<file path="src/design/setpoint_pkg.sv">
// Shared constants for the setpoint control and latch block.
// Assumes register numbers are presented as plain 16-bit values by the macro or serial host.
package setpoint_pkg;

	// Register numbers.
	localparam logic [15:0] LATCH_FLAGS_REG = 16'h1004;
	localparam logic [15:0] CTRL_FIRST_REG = 16'h2035;
	localparam logic [15:0] CTRL_LAST_REG = 16'h2044;

	// Reset values.
	localparam logic [7:0] CTRL_RESET = 8'h00;
	localparam logic [15:0] LATCH_RESET = 16'h0000;

	// Field layout of a control register: three octal digits.
	localparam int ENERGIZE_LSB = 6;
	localparam int ENERGIZE_W = 2;
	localparam int SOURCE_LSB = 3;
	localparam int SOURCE_W = 3;
	localparam int FUNC_LSB = 0;
	localparam int FUNC_W = 3;

	// Bits inside the energize digit.
	localparam int ENERGIZE_INVERT_BIT = 0;
	localparam int ENERGIZE_INHIBIT_BIT = 1;

	// Activation source codes.
	localparam logic [2:0] SRC_REGISTER = 3'h0;
	localparam logic [2:0] SRC_SELECT = 3'h1;
	localparam logic [2:0] SRC_DI_A = 3'h2;
	localparam logic [2:0] SRC_DI_D = 3'h5;

	// Special function codes.
	localparam logic [2:0] FUNC_NONE = 3'h0;
	localparam logic [2:0] FUNC_LATCH_ON = 3'h1;
	localparam logic [2:0] FUNC_MANUAL_RESET = 3'h2;
	localparam logic [2:0] FUNC_LATCH_ON_MANUAL = 3'h3;
	localparam logic [2:0] FUNC_LATCH_OFF = 3'h4;
	localparam logic [2:0] FUNC_MENU_BAND = 3'h5;
	localparam logic [2:0] FUNC_MENU_TIMER = 3'h6;
	localparam logic [2:0] FUNC_MENU_TRIGGER = 3'h7;

	typedef enum logic {INH_ARMED, INH_RELEASED} inhibit_state_t;

endpackage : setpoint_pkg

</file>
<file path="src/design/setpoint_eval.sv">
// Combinational comparison and source selection for one setpoint.
// Assumes source and setpoint values are signed and stable for the cycle.
`timescale 1ns/1ps
module setpoint_eval
	import setpoint_pkg::*;
#(
	parameter int DATA_W = 32
) (
	input wire logic [7:0] ctrl,
	input wire logic [DATA_W-1:0] source_value,
	input wire logic [DATA_W-1:0] setpoint_value,
	input wire logic [3:0] digital_in,
	output logic source_ok,
	output logic raw_on
);
	logic [SOURCE_W-1:0] src;
	logic [ENERGIZE_W-1:0] energize;
	logic [1:0] pin_sel;
	logic above;

	assign src = ctrl[SOURCE_LSB +: SOURCE_W];
	assign energize = ctrl[ENERGIZE_LSB +: ENERGIZE_W];
	assign pin_sel = 2'(src - SRC_DI_A);

	always_comb begin
		above = 1'b0;
		source_ok = 1'b0;
		if (src == SRC_REGISTER) begin
			above = $signed(source_value) >= $signed(setpoint_value);
			source_ok = 1'b1;
		end else if (src >= SRC_DI_A && src <= SRC_DI_D) begin
			above = digital_in[pin_sel];
			source_ok = 1'b1;
		end
		// reserved inactive
		// Select mode and reserved codes leave the setpoint inactive.
	end

	assign raw_on = source_ok & (energize[ENERGIZE_INVERT_BIT] ? ~above : above);

endmodule : setpoint_eval

</file>
<file path="src/design/startup_inhibit.sv">
// Power-up inhibit tracker for one setpoint.
// Assumes raw_on already carries the chosen energize polarity.
`timescale 1ns/1ps
module startup_inhibit
	import setpoint_pkg::*;
(
	input wire logic clk,
	input wire logic rst,
	input wire logic raw_on,
	output logic allow
);
	inhibit_state_t state_q;
	inhibit_state_t state_d;

	// rising inhibit
	// The relay side must be left once; for either polarity that means raw_on low.
	always_comb begin
		state_d = state_q;
		case (state_q)
			INH_ARMED: begin
				if (!raw_on) begin
					state_d = INH_RELEASED;
				end
			end
			INH_RELEASED: begin
				state_d = INH_RELEASED;
			end
			default: begin
				state_d = INH_ARMED;
			end
		endcase
	end

	always_ff @(posedge clk) begin
		if (rst) begin
			state_q <= INH_ARMED;
		end else begin
			state_q <= state_d;
		end
	end

	assign allow = (state_q == INH_RELEASED);

endmodule : startup_inhibit

</file>
<file path="src/design/setpoint_control_latch.sv">
// Control registers, latch flags and relay drive for the advanced setpoints.
// Assumes a host that presents one register request per cycle and synchronous inputs.
`timescale 1ns/1ps
module setpoint_control_latch
	import setpoint_pkg::*;
#(
	parameter int NUM_SP = 16,
	parameter int DATA_W = 32
) (
	input wire logic CLOCK,
	input wire logic RST,
	input wire logic REG_WR,
	input wire logic REG_RD,
	input wire logic [15:0] REG_ADDR,
	input wire logic [15:0] REG_WDATA,
	output logic [15:0] REG_RDATA,
	output logic REG_ACK,
	input wire logic [NUM_SP*DATA_W-1:0] SOURCE_VALUE,
	input wire logic [NUM_SP*DATA_W-1:0] SETPOINT_VALUE,
	input wire logic DIGITAL_INPUT_A,
	input wire logic DIGITAL_INPUT_B,
	input wire logic DIGITAL_INPUT_C,
	input wire logic DIGITAL_INPUT_D,
	input wire logic [NUM_SP-1:0] PANEL_UNLATCH,
	input wire logic LOCK_HOLD_UNLATCH,
	output logic [NUM_SP-1:0] RELAY,
	output logic [NUM_SP-1:0] MENU_ENTRY
);
	localparam int IDX_W = (NUM_SP > 1) ? $clog2(NUM_SP) : 1;

	logic [7:0] ctrl_q [NUM_SP];
	logic [NUM_SP-1:0] latch_q;
	logic [NUM_SP-1:0] latch_d;
	logic [NUM_SP-1:0] relay_d;
	logic [NUM_SP-1:0] menu_d;
	logic [NUM_SP-1:0] drive_prev_q;
	logic [NUM_SP-1:0] source_ok;
	logic [NUM_SP-1:0] raw_on;
	logic [NUM_SP-1:0] allow;
	logic [NUM_SP-1:0] drive;
	logic [NUM_SP-1:0] set_ev;
	logic [NUM_SP-1:0] clr_ev;
	logic [NUM_SP-1:0] latch_on_sel;
	logic [NUM_SP-1:0] latch_off_sel;
	logic [3:0] digital_in;
	logic [15:0] ctrl_off;
	logic ctrl_hit;
	logic latch_hit;
	logic [IDX_W-1:0] ctrl_idx;
	logic [15:0] rdata_d;

	assign digital_in = {DIGITAL_INPUT_D, DIGITAL_INPUT_C, DIGITAL_INPUT_B, DIGITAL_INPUT_A};

	assign ctrl_off = REG_ADDR - CTRL_FIRST_REG;
	assign ctrl_hit = (REG_ADDR >= CTRL_FIRST_REG) && (REG_ADDR <= CTRL_LAST_REG)
		&& (ctrl_off < 16'(NUM_SP));
	assign ctrl_idx = ctrl_off[IDX_W-1:0];
	assign latch_hit = (REG_ADDR == LATCH_FLAGS_REG);

	// octal storage
	// The three octal digits are kept as raw bits, so reads return the low byte that was written.
	always_ff @(posedge CLOCK) begin
		if (RST) begin
			for (int i = 0; i < NUM_SP; i++) begin
				ctrl_q[i] <= CTRL_RESET;
			end
		end else if (REG_WR && ctrl_hit) begin
			ctrl_q[ctrl_idx] <= REG_WDATA[7:0];
		end
	end

	for (genvar g = 0; g < NUM_SP; g++) begin : g_sp
		setpoint_eval #(
			.DATA_W(DATA_W)
		) u_eval (
			.ctrl(ctrl_q[g]),
			.source_value(SOURCE_VALUE[g*DATA_W +: DATA_W]),
			.setpoint_value(SETPOINT_VALUE[g*DATA_W +: DATA_W]),
			.digital_in(digital_in),
			.source_ok(source_ok[g]),
			.raw_on(raw_on[g])
		);

		startup_inhibit u_inhibit (
			.clk(CLOCK),
			.rst(RST),
			.raw_on(raw_on[g]),
			.allow(allow[g])
		);
	end

	always_comb begin
		for (int i = 0; i < NUM_SP; i++) begin
			drive[i] = raw_on[i]
				& (~ctrl_q[i][ENERGIZE_LSB + ENERGIZE_INHIBIT_BIT] | allow[i]);
		end
	end

	always_comb begin
		for (int i = 0; i < NUM_SP; i++) begin
			latch_on_sel[i] = (ctrl_q[i][FUNC_LSB +: FUNC_W] == FUNC_LATCH_ON)
				|| (ctrl_q[i][FUNC_LSB +: FUNC_W] == FUNC_MANUAL_RESET)
				|| (ctrl_q[i][FUNC_LSB +: FUNC_W] == FUNC_LATCH_ON_MANUAL);
			latch_off_sel[i] = (ctrl_q[i][FUNC_LSB +: FUNC_W] == FUNC_LATCH_OFF);
			menu_d[i] = (ctrl_q[i][FUNC_LSB +: FUNC_W] >= FUNC_MENU_BAND);
		end
	end

	// Remembers the unlatched drive so a latch-off catches the on-to-off edge only;
	// a level test would relatch forever on an idle input right after release.
	always_ff @(posedge CLOCK) begin
		if (RST) begin
			drive_prev_q <= '0;
		end else begin
			drive_prev_q <= drive;
		end
	end

	always_comb begin
		for (int i = 0; i < NUM_SP; i++) begin
			set_ev[i] = (latch_on_sel[i] & drive[i])
				| (latch_off_sel[i] & drive_prev_q[i] & ~drive[i]);
			clr_ev[i] = (REG_WR & latch_hit & ~REG_WDATA[i]) | PANEL_UNLATCH[i]
				| LOCK_HOLD_UNLATCH;
			// A hardware latch event wins over any clear arriving in the same cycle.
			latch_d[i] = set_ev[i] | (REG_WR & latch_hit & REG_WDATA[i])
				| (latch_q[i] & ~clr_ev[i]);
		end
	end

	always_ff @(posedge CLOCK) begin
		if (RST) begin
			latch_q <= LATCH_RESET[NUM_SP-1:0];
		end else begin
			latch_q <= latch_d;
		end
	end

	always_comb begin
		for (int i = 0; i < NUM_SP; i++) begin
			if (latch_q[i] && latch_on_sel[i]) begin
				relay_d[i] = 1'b1;
			end else if (latch_q[i] && latch_off_sel[i]) begin
				relay_d[i] = 1'b0;
			end else begin
				relay_d[i] = drive[i];
			end
		end
	end

	always_ff @(posedge CLOCK) begin
		if (RST) begin
			RELAY <= '0;
			MENU_ENTRY <= '0;
		end else begin
			RELAY <= relay_d;
			MENU_ENTRY <= menu_d;
		end
	end

	always_comb begin
		rdata_d = 16'h0000;
		if (latch_hit) begin
			rdata_d = 16'(latch_q);
		end else if (ctrl_hit) begin
			rdata_d = {8'h00, ctrl_q[ctrl_idx]};
		end
	end

	// Unmapped numbers still answer, reading zero, so the host never waits.
	always_ff @(posedge CLOCK) begin
		if (RST) begin
			REG_RDATA <= 16'h0000;
			REG_ACK <= 1'b0;
		end else begin
			REG_ACK <= REG_WR | REG_RD;
			if (REG_RD) begin
				REG_RDATA <= rdata_d;
			end
		end
	end
endmodule : setpoint_control_latch

</file>
<file path="config.mk">
export PLATFORM = sky130hd
export DESIGN_NAME = setpoint_control_latch
export DESIGN_NICKNAME = d
export VERILOG_FILES = /design/src/design/setpoint_pkg.sv /design/src/design/setpoint_eval.sv /design/src/design/startup_inhibit.sv /design/src/design/setpoint_control_latch.sv
export SDC_FILE = /design/constraint.sdc
export NUM_CORES = 1
export LEC_CHECK = 0
export ABC_AREA = 1
export BUFFER_PORTS_ARGS = -buffer_cell sky130_fd_sc_hd__buf_2
export CAP_MARGIN = 30
export CORE_AREA = 10 10 437 439
export DETAILED_ROUTE_END_ITERATION = 8
export DIE_AREA = 0 0 447 449
export PLACE_DENSITY = 0.41
export SLEW_MARGIN = 20
export SYNTH_ARGS = -nofsm -noshare
export SYNTH_HDL_FRONTEND = slang
export SYNTH_SLANG_ARGS = --single-unit
</file>
<file path="constraint.sdc">
create_clock -name CLOCK -period 3.2 [get_ports CLOCK]
set_input_delay 0.16 -clock CLOCK [delete_from_list [all_inputs] [get_ports CLOCK]]
set_output_delay 0.16 -clock CLOCK [all_outputs]
set_load 0.03 [all_outputs]
</file>
==> results.ini, run 1 <==
[outcome]
outcome=complete, no violations

[drt]
drt_iter0_drc=1402
ant_nets=0
vias_per_cell=3.85
via_count=28400
drc=0
wl_per_cell_um=20.1
firstDrtPassIters=5
drt_wl_total_mm=148

[timing]
setup_viol=0
fin_crit_ns=2.24
fin_skew_ns=0.0371
fin_tns_setup_ns=0
worst_pin_slew_ns=0.891
setup_ws_ns=0.957
hold_viol_final=0
slew_headroom_pct=40.5
fmax_mhz=446
rsz0062_at_grt=no
timing.hold.ws_ns=0.0228
min_period_over_period_pct=70.1
maxSlewViolCount=0

[critical_path]
path_class=input pin to register
path_cells=buf_2 -> clkinv_1 -> ha_1 -> nor2_1 -> nor2_1 -> nor2_1 -> nand2_1 -> nand2_1 -> nand3_1 -> nor3_1 -> nand2_1 -> nor3_4 -> inv_2 -> nor2_4 -> nand2_2 -> nand2_1
cp-start-kind=input pin
cpMostUsedCell=nand2_1
cp_top_family=simple AND/OR/NAND/NOR gates
end_kind=register
worstPathRequired_ns=3.45
worstPathArrival_ns=2.49
cpPeakStageDelay_ns=0.28
worst_path_max_delay_cell=ha_1
critPathMaxFanout=8
cp.buffers_inverters=3

[floorplanning]
die_area_um2=201000
die_x_um=447
fp.coreArea_um2=182000
ios=1130
initial_core_util_pct=13.9
dieHeight_um=449
rows=157

[finish]
finalCoreUtilization_pct=19.5
mostFrequentLayoutCell=buf_2
design_area_um2=35500
fillCellCount=21000
layout-drive-gt1-share_pct=25.5
final_cells=7389
nets=6571
syn2layout_area_growth_pct=40.6
layout_common_cells=buf_2, nand2_1, inv_1

[power_and_ir_drop]
p_leak_nw=19.8
power.total_mw=10.3
ir_drop_mv=0.329
power_density_nw_per_um2=289

[cts]
clk_path_buf_depth=3
cts_setup_buffers=0
clk_latency_ns=0.60
cts_root_buf=clkbuf_16
ctsHtreeMaxLevel=1
post_cts_resized=0
cts_buffers=28
cts_tree=yes
clkTransAtPathRegs_ns=0.07
clock-sinks=225

[placement]
placed_cells=7317
place.gp.congestion=0.990
dp_hpwl_mm=134
place_area_um2=34400
io_buffer_count=1129
post-place-ws_ns=0.361

[yosys]
synth-edff-count=128
ys.flop_type=edfxtp_1
synth_area_um2=25300
synth_area_leader_cell=ha_1
ys_seq_elements=225
postSynthAreaPerCell_um2=6.67
yosysTopAreaCellShare_pct=25.6
synthDistinctLibCells=43
synth_area_leaders=ha_1, edfxtp_1, nand2_1
synth_warnings=0
seq_area_frac_synth_pct=22.9
syn_nets=5386
async_reset_ff_share_pct=0
netlist_instances=3788

[global_route]
overflow=0
antenna_found_initial=82
track_usage_pct=14.0
grt_pass1_vias=28900
grt_pass1_wl_mm=205
grt_max_degree=81

[worst_hold_path]
hold_path_class=input pin to register

[flow_run]
maxCapViolCount=0

## path summary, 6_finish.rpt
kind,to,cells past startpoint,from,slack (ns)
max,ctrl_q[1][6],16,REG_ADDR[0],0.96
min,latch_q[0],7,REG_WDATA[0],0.02
max reg2reg,RELAY[3],9,ctrl_q[3][3],0.96
min reg2reg,g_sp[12].u_inhibit.allow,2,g_sp[12].u_inhibit.allow,0.48
## state kept, by name, summed over array words and instances (netlist names)
signal and flops:
drive_prev_q 16, g_sp.u_inhibit.allow 16, RELAY 16, REG_ACK 1
REG_RDATA 16, MENU_ENTRY 16, latch_q 16, ctrl_q 128
## synthesized netlist by cell type (all sizes together) (5+ instances only)
master / count
o41ai: 6
dfxtp: 97
o21a: 24
a21o: 20
nand3: 153
a221oi: 5
a31oi: 22
a21oi: 293
buf: 9
ha: 517
and3: 13
inv: 820
xnor2: 6
o22ai: 7
clkbuf: 45
nand2: 844
o221ai: 7
edfxtp: 128
nand4: 57
o21ai: 142
a22oi: 9
nor2: 478
nor3: 43
o211ai: 17
## kinds of logic after synthesis
group / Yosys count / share of synthesized area (%)
buffers and inverters: 876 / 13.0
AND/OR/NAND/NOR: 1600 / 25.8
flip-flops: 225 / 22.9
AO/OA/AOI/OAI: 562 / 12.4
XOR/XNOR: 8 / 0.277
adder cells (fa/ha/maj): 517 / 25.6
## layout make-up
type	count	area (um2)	share of cell area, %
multi-input cells	2687	16200	45.6
clock inverters	20	230	0.648
flip-flops and latches	225	5790	16.3
inverters	822	3090	8.68
well taps	2385	2980	8.40
repair buffers	1209	6480	18.2
clock buffers	32	736	2.07
diodes	9	22.5	0.0634
## report_power, final
| part | switching, mW | internal, mW |
|---|---|---|
| registers | 0.130 | 3.21 |
| clock network | 1.46 | 1.92 |
| logic | 2.08 | 1.46 |
| total | 3.68 | 6.59 |
## per-layer routing
layer / vias to the layer above / global-route usage [%] / wire, um
met5: - / 0 / 200
met4: 30 / 2.96 / 3890
met3: 238 / 2.45 / 8080
met2: 897 / 27.6 / 79300
met1: 12700 / 15.3 / 56800
li1: 14600 / - / -
## tightest hold or removal path, stage by stage
cell,delay [ns]
buf_2,0.11
nand2_1,0.05
o41ai_1,0.05
inv_1,0.04
nand3_1,0.08
nand2_1,0.05
inv_1,0.04
## timing repair
action	4_1_cts	5_1_grt
hold buffers	10	0
hold endpoints to repair	9	0
setup endpoints to repair	0	0
Power figures use the tool's default switching activity.
==> run 2: changes to the inputs <==
Settings changed: ABC_AREA 1 to 0, CORE_AREA 10 10 437 439 to 10 10 434 436, DIE_AREA 0 0 447 449 to 0 0 444 446.
Clock period 3.2 ns to 2.28 ns, I/O delays scaled along.
==> run 2 against run 1 <==
- the run now ends with negative setup slack left
- clock power up 37%
- die area is 1.3% lower
- synthesized area fell by 1.4%
- critical path type is now register to register
- critical endpoint is now latch_q[15]
- via count shrank 3.0%
- worst setup slack worse by 1.0 ns
- first-iteration DRC count down 21%
- largest power group unchanged
- non-clock buffer count up 315
- clock skew fell by 0.015 ns
==> results.ini, run 2 <==
[cts]
clk_latency_ns=0.60  ; about the same
ctsHtreeMaxLevel=1  ; unchanged
cts_root_buf=clkbuf_16
clock-sinks=225  ; unchanged
clk_path_buf_depth=3  ; unchanged
cts_buffers=27  ; -3.6%
cts_tree=yes
clkTransAtPathRegs_ns=0.06  ; about the same

[critical_path]
worst_path_max_delay_cell=or3_4
critPathMaxFanout=5  ; -3
path_cells=or3_4 -> a211oi_2 -> a21boi_4 -> a211oi_4 -> buf_12 -> mux2i_4 -> or3_1 -> a31oi_1
r2r_setup_slack_ns=-0.07  ; -1.03 ns
cpPeakStageDelay_ns=0.45  ; +0.17 ns
path_class=register to register
cp.buffers_inverters=1  ; -2
r2r-end=latch_q[15]
worstPathArrival_ns=2.85  ; +0.36 ns
worstPathRequired_ns=2.78  ; -0.67 ns
rr_worst_depth=8  ; -1
cp-start-kind=register
end_kind=register
cp-startpoint=ctrl_q[15][5]
r2r_start=ctrl_q[15][5]
cp_top_family=simple AND/OR/NAND/NOR gates

[placement]
dp_hpwl_mm=137  ; +2.6%
place_area_um2=37200  ; +8.1%
io_buffer_count=1129  ; unchanged
place.gp.congestion=0.925  ; -6.6%

[timing]
timing.hold.ws_ns=0.0329  ; +0.0101 ns
rsz0062_at_grt=yes
fin_crit_ns=2.35
maxSlewViolCount=0  ; unchanged
slew_headroom_pct=33.1  ; -7.5 points
setup_viol=5  ; +5
fmax_mhz=426
setup_ws_ns=-0.0696  ; -1.03 ns
worst_pin_slew_ns=0.999  ; +0.108 ns
hold_viol_final=0  ; unchanged
min_period_over_period_pct=103
fin_skew_ns=0.0217  ; -0.0154 ns

[yosys]
ys.flop_type=edfxtp_1
synth_most_common_cell=inv_1
netlist_instances=2938  ; -22%
synth_adder_area_share_pct=26.0  ; +0.37 points
synth_top_family_by_area=adder cells
synthMuxAreaShare_pct=3.78  ; +3.8 points
async_reset_ff_share_pct=0  ; unchanged
syn_nets=4536  ; -16%
postSynthAreaPerCell_um2=8.48  ; +27%
synth-compound-area-share_pct=17.1  ; +4.7 points
ys_seq_elements=225  ; unchanged
synth-edff-count=128  ; unchanged
synth_area_leader_cell=ha_1
synth_xor_area_share_pct=0.703  ; +0.43 points
synth_area_um2=24900  ; -1.4%
synth_warnings=0  ; unchanged
synth-simple-area-share_pct=20.2  ; -5.7 points
synth_area_leaders=ha_1, edfxtp_1, inv_1
yosysTopAreaCellShare_pct=26.0  ; +0.37 points
seq_area_frac_synth_pct=23.2  ; +0.33 points
synth_commonest_cells=inv_1, ha_1, a21oi_1, nand2_1, and2_1
synthDistinctLibCells=72  ; +67%

[drt]
firstDrtPassIters=5  ; unchanged
drc=0  ; unchanged
vias_per_cell=4.03  ; +4.6%
drt_wl_total_mm=151  ; +2.1%
wl_per_cell_um=22.1  ; +10%
ant_nets=0  ; unchanged
drt_iter0_drc=1106  ; -21%
via_count=27600  ; -3.0%

[power_and_ir_drop]
power_density_nw_per_um2=386  ; +34%
p_leak_nw=19.1  ; -3.6%
ir_drop_mv=0.518  ; +58%

[outcome]
failed_checks=negative setup slack
outcome=complete, but fails checks

[finish]
mostFrequentLayoutCell=buf_2
top_register=ctrl_q
seq_area_um2=5790  ; unchanged
nets=6038  ; -8.1%
syn2layout_area_growth_pct=57.3
design_area_um2=39200  ; +10%
multi_input_area_um2=18400  ; +14%
largest_reg_flops=128  ; unchanged
fillCellCount=20100  ; -4.6%
layout-drive-gt1-share_pct=40.9  ; +15 points
layout_common_cells=buf_2, inv_1, ha_1

[worst_hold_path]
whs_path_depth=4  ; -3
hold_path_startpoint=PANEL_UNLATCH[11]
whs_endpoint=latch_q[11]
hold_path_class=input pin to register

[floorplanning]
fp.coreArea_um2=180000  ; -1.4%
die_area_um2=198000  ; -1.3%
dieHeight_um=446  ; -0.67%
die_x_um=444  ; -0.67%
rows=156  ; -0.64%
ios=1130  ; unchanged
initial_core_util_pct=13.9  ; about the same

[flow_run]
maxCapViolCount=0  ; unchanged

[global_route]
grt_max_degree=127  ; +57%
grt_pass1_wl_mm=207  ; +1.1%
grt_pass1_vias=29000  ; +0.34%
antenna_found_initial=64  ; -22%
track_usage_pct=14.3  ; +0.33 points
overflow=0  ; unchanged

[run 2: cell count changes after synthesis, sizes merged, moves of 40 or more]
cell,previous run,this run
nor2,478,129
nand2,844,143
mux4,0,40
nor4,3,47
nand4,57,127
nor2b,0,47
o21ai,142,50
nand3,153,96
and2,3,133
inv,820,546
[run 2: layout make-up]
type                       count  area share [%]
antenna                       18           0.115
timing repair buffer        1524            22.9
clock buffer                  31            1.81
inverter                     546            5.27
multi-input combinational   2116            47.0
sequential                   225            14.8
clock inverter                19           0.508
tap                         2370            7.57
[run 2: kinds of logic (layout without fill, tap and decap cells)]
kind of cell	count (synthesis)	after routing
flip-flops	225	225
other	0	18
XOR/XNOR	20	20
AND/OR/NAND/NOR	890	890
AO/OA/AOI/OAI	645	645
buffers and inverters	597	2120
adder cells (fa/ha/maj)	517	517
multiplexers	44	44
[run 2: how the worst max path moves through the flow]
stage	to	cells after the start
finish	latch_q[15]	8
global route	RELAY[8]	9
CTS	RELAY[8]	9
detailed placement	latch_q[6]	12
global placement	latch_q[6]	12
floorplan	ctrl_q[0][0]	13
[run 2: metal layers]
metal	vias up	GRT usage [%]	share of wire [%]
li1	13600	-	-
met3	168	2.36	4.5
met4	36	3.25	2.7
met2	727	28.7	55
met5	-	0	0.15
met1	13000	15.4	38
[run 2: repair_timing]
item	in CTS	in global routing
hold endpoints to repair	16	0
pin swaps	26	47
hold buffers	22	0
buffers inserted	9	11
gates resized for setup	65	54
setup endpoints to repair	38	37
[run 2: tightest hold or removal path: stages]
cell,delay [ns]
buf_2,0.08
nor4b_1,0.04
a21oi_1,0.22
a31oi_1,0.11
[run 2: stage by stage]
step                      utilization, %  std cells  total power [mW]  setup TNS (ns)  worst slack, ns
after detailed placement            20.7       6747              10.5          -50.27           -0.996
final                               21.8       6849              15.1          -0.226          -0.0696
after floorplan                        -       2938              7.40          -17.70           -0.180
after global placement              20.7       6747              10.4          -47.41           -0.964
after CTS                           21.6       6824              15.3          -0.428           -0.171
after global routing                21.8       6843              16.1           -2.13           -0.191
[run 2: report_power, final]
group / switching [mW] / internal [mW]
registers: 0.194 / 4.52
clock network: 2.02 / 2.60
logic: 3.01 / 2.79
==> run 3: changes to the inputs <==
==> constraint.sdc (replaced) <==
create_clock -name CLOCK -period 2.28 [get_ports CLOCK]
set_input_delay 0.342 -clock CLOCK [delete_from_list [all_inputs] [get_ports CLOCK]]
set_output_delay 0.342 -clock CLOCK [all_outputs]
set_load 0.03 [all_outputs]
==> run 3 against run 2 <==
- sequential cell count stayed put
- worst setup slack worse by 0.18 ns
- cell area is 9.5% higher
- critical path depth is 1 higher
- largest cell class unchanged
- the flow still finishes with violations (negative setup slack)
- clock power is 7.1% lower
- global-route usage is 0.055 points lower
- first-iteration DRC count is 2.7% lower
- combinational power is 13% higher
- hold slack better by 0.033 ns
- wire length hardly changed
- utilization is 2.1 points higher
==> results.ini, run 3 (same netlist as run 2, synthesis figures left out) <==
[outcome]
outcome=complete, but fails checks
failed_checks=negative setup slack

[power_and_ir_drop]
pwr-share-comb_pct=42.1  ; +3.8 points
power_frac_seq_pct=30.2  ; -0.9 points
intPower_mw=10.2  ; +3.3%
clock_power_share_pct=27.7  ; -2.9 points
p_leak_nw=19.6  ; +2.5%
p_sw_share_pct=34.2  ; -0.31 points
power.switching_mw=5.33  ; +1.9%
ir_drop_mv=0.502  ; -3.1%
power_density_nw_per_um2=363  ; -6.1%

[finish]
final_cells=6883  ; +0.50%
top_register=ctrl_q
mostFrequentLayoutCell=buf_2
nets=6065  ; +0.45%
design_area_um2=42900  ; +9.5%
syn2layout_area_growth_pct=72.2
finalCoreUtilization_pct=23.9  ; +2.1 points
layout_common_cells=buf_2, buf_4, inv_1
largest_reg_flops=128  ; unchanged
layout-drive-gt1-share_pct=50.7  ; +9.7 points

[floorplanning]
die_x_um=444  ; unchanged
ios=1130  ; unchanged
die_area_um2=198000  ; unchanged
initial_core_util_pct=13.9  ; unchanged
dieHeight_um=446  ; unchanged
fp.coreArea_um2=180000  ; unchanged
rows=156  ; unchanged

[drt]
via_count=27500  ; -0.18%
wl_per_cell_um=22.0  ; -0.47%
drc=0  ; unchanged
drt_wl_total_mm=151  ; about the same
drt_iter0_drc=1076  ; -2.7%
ant_nets=0  ; unchanged
firstDrtPassIters=5  ; unchanged
vias_per_cell=4.00  ; -0.67%

[critical_path]
r2r-end=RELAY[8]
worstPathRequired_ns=2.75  ; -0.03 ns
end_kind=register
endpoint=RELAY[8]
cp-startpoint=ctrl_q[8][5]
r2r_setup_slack_ns=-0.24  ; -0.18 ns
cp-start-kind=register
worstPathArrival_ns=2.99  ; +0.14 ns
rr_worst_depth=9  ; +1
r2r_start=ctrl_q[8][5]
critPathMaxFanout=3  ; -2
path_class=register to register

[timing]
hold_viol_final=0  ; unchanged
fin_crit_ns=2.52  ; +0.175 ns
fin_tns_setup_ns=-2.23  ; -2.01 ns
min_period_over_period_pct=111  ; +7.7 points
maxSlewViolCount=0  ; unchanged
rsz0062_at_grt=yes
setup_ws_ns=-0.245  ; -0.175 ns
setup_viol=19  ; +14
fin_skew_ns=0.0111  ; -0.0106 ns
worst_pin_slew_ns=0.739  ; -0.260 ns
fmax_mhz=396  ; -6.9%
slew_headroom_pct=50.7  ; +18 points

[placement]
place.gp.congestion=0.947  ; +2.4%
dp_hpwl_mm=136  ; -0.83%
post-place-ws_ns=-1.01  ; -0.0177 ns
placed_cells=6757  ; +0.15%
io_buffer_count=1129  ; unchanged
place_area_um2=39500  ; +6.2%

[cts]
clock-sinks=225  ; unchanged
cts_tree=yes
clkTransAtPathRegs_ns=0.06  ; about the same
cts_buffers=26  ; -3.7%
clk_latency_ns=0.57  ; -0.03 ns
cts_root_buf=clkbuf_16
clk_path_buf_depth=3  ; unchanged
ctsHtreeMaxLevel=1  ; unchanged

[global_route]
track_usage_pct=14.3  ; -0.055 points
grt_pass1_vias=28800  ; -0.85%
overflow=0  ; unchanged
grt_pass1_wl_mm=207  ; -0.17%
grt_max_degree=127  ; unchanged
antenna_found_initial=77  ; +20%

[flow_run]
maxCapViolCount=0  ; unchanged

[worst_hold_path]
hold_path_class=input pin to register

==> run 3: what timing repair did <==
item,CTS,global route
gates resized for setup,136,201
hold buffers,1,0
setup endpoints to repair,185,256
hold endpoints to repair,1,0
cloned,1,0
pin swaps,62,114
buffers inserted,28,31
==> run 3: power groups by stage <==
| stage | logic [mW] | clock network (mW) | registers [mW] |
|---|---|---|---|
| floorplan | 2.84 | 0 | 4.84 |
| global placement | 6.13 | 0 | 4.80 |
| detailed placement | 6.15 | 0 | 4.80 |
| CTS | 6.37 | 4.44 | 4.71 |
| global route | 7.25 | 4.59 | 4.73 |
| finish | 6.56 | 4.30 | 4.71 |
==> run 3: cell type report <==
| class | instances | area, um2 |
|---|---|---|
| clock inverter | 6 | 55.1 |
| inverter | 546 | 2390 |
| sequential | 225 | 5790 |
| fill | 19600 | 137000 |
| multi-input combinational | 2116 | 21300 |
| tap | 2370 | 2970 |
| timing repair buffer | 1552 | 9550 |
| antenna | 26 | 65.1 |
| clock buffer | 42 | 793 |
==> run 3: worst min path at each step <==
| stage | from | to | slack, ns | depth (start not counted) |
|---|---|---|---|---|
| 2_1_floorplan | REG_WR | REG_ACK | 0.46 | 2 |
| 3_3_place_gp | REG_RDATA[12] | REG_RDATA[12] | 0.46 | 2 |
| 3_5_place_dp | REG_RDATA[15] | REG_RDATA[15] | 0.46 | 2 |
| 4_1_cts | REG_WDATA[15] | latch_q[15] | 0.03 | 3 |
| 5_1_grt | REG_WDATA[15] | latch_q[15] | 0.09 | 3 |
| 6_report | REG_WDATA[15] | latch_q[15] | 0.07 | 3 |
==> run 3: metal layers <==
layer	routed length (um)	vias up	GRT usage (%)
li1	-	13700	-
met1	57700	12800	15.5
met2	82800	756	28.4
met3	6490	208	2.26
met4	4330	28	3.63
met5	163	-	0
==> run 3: worst max-delay path: stages (launching register included) <==
cell and delay (ns):
edfxtp_1 0.39, or3_4 0.48, a31oi_4 0.23, buf_6 0.12, nand3b_1 0.16, buf_12 0.19
a2111oi_4 0.35, buf_4 0.20, nor3_4 0.05, o32ai_2 0.25
==> run 3: through the flow <==
stage | hold slack (ns) | total power, mW
finish | 0.0660 | 15.6
CTS | 0.0336 | 15.5
detailed placement | 0.461 | 10.9
global placement | 0.455 | 10.9
global route | 0.0941 | 16.6
floorplan | 0.458 | 7.68
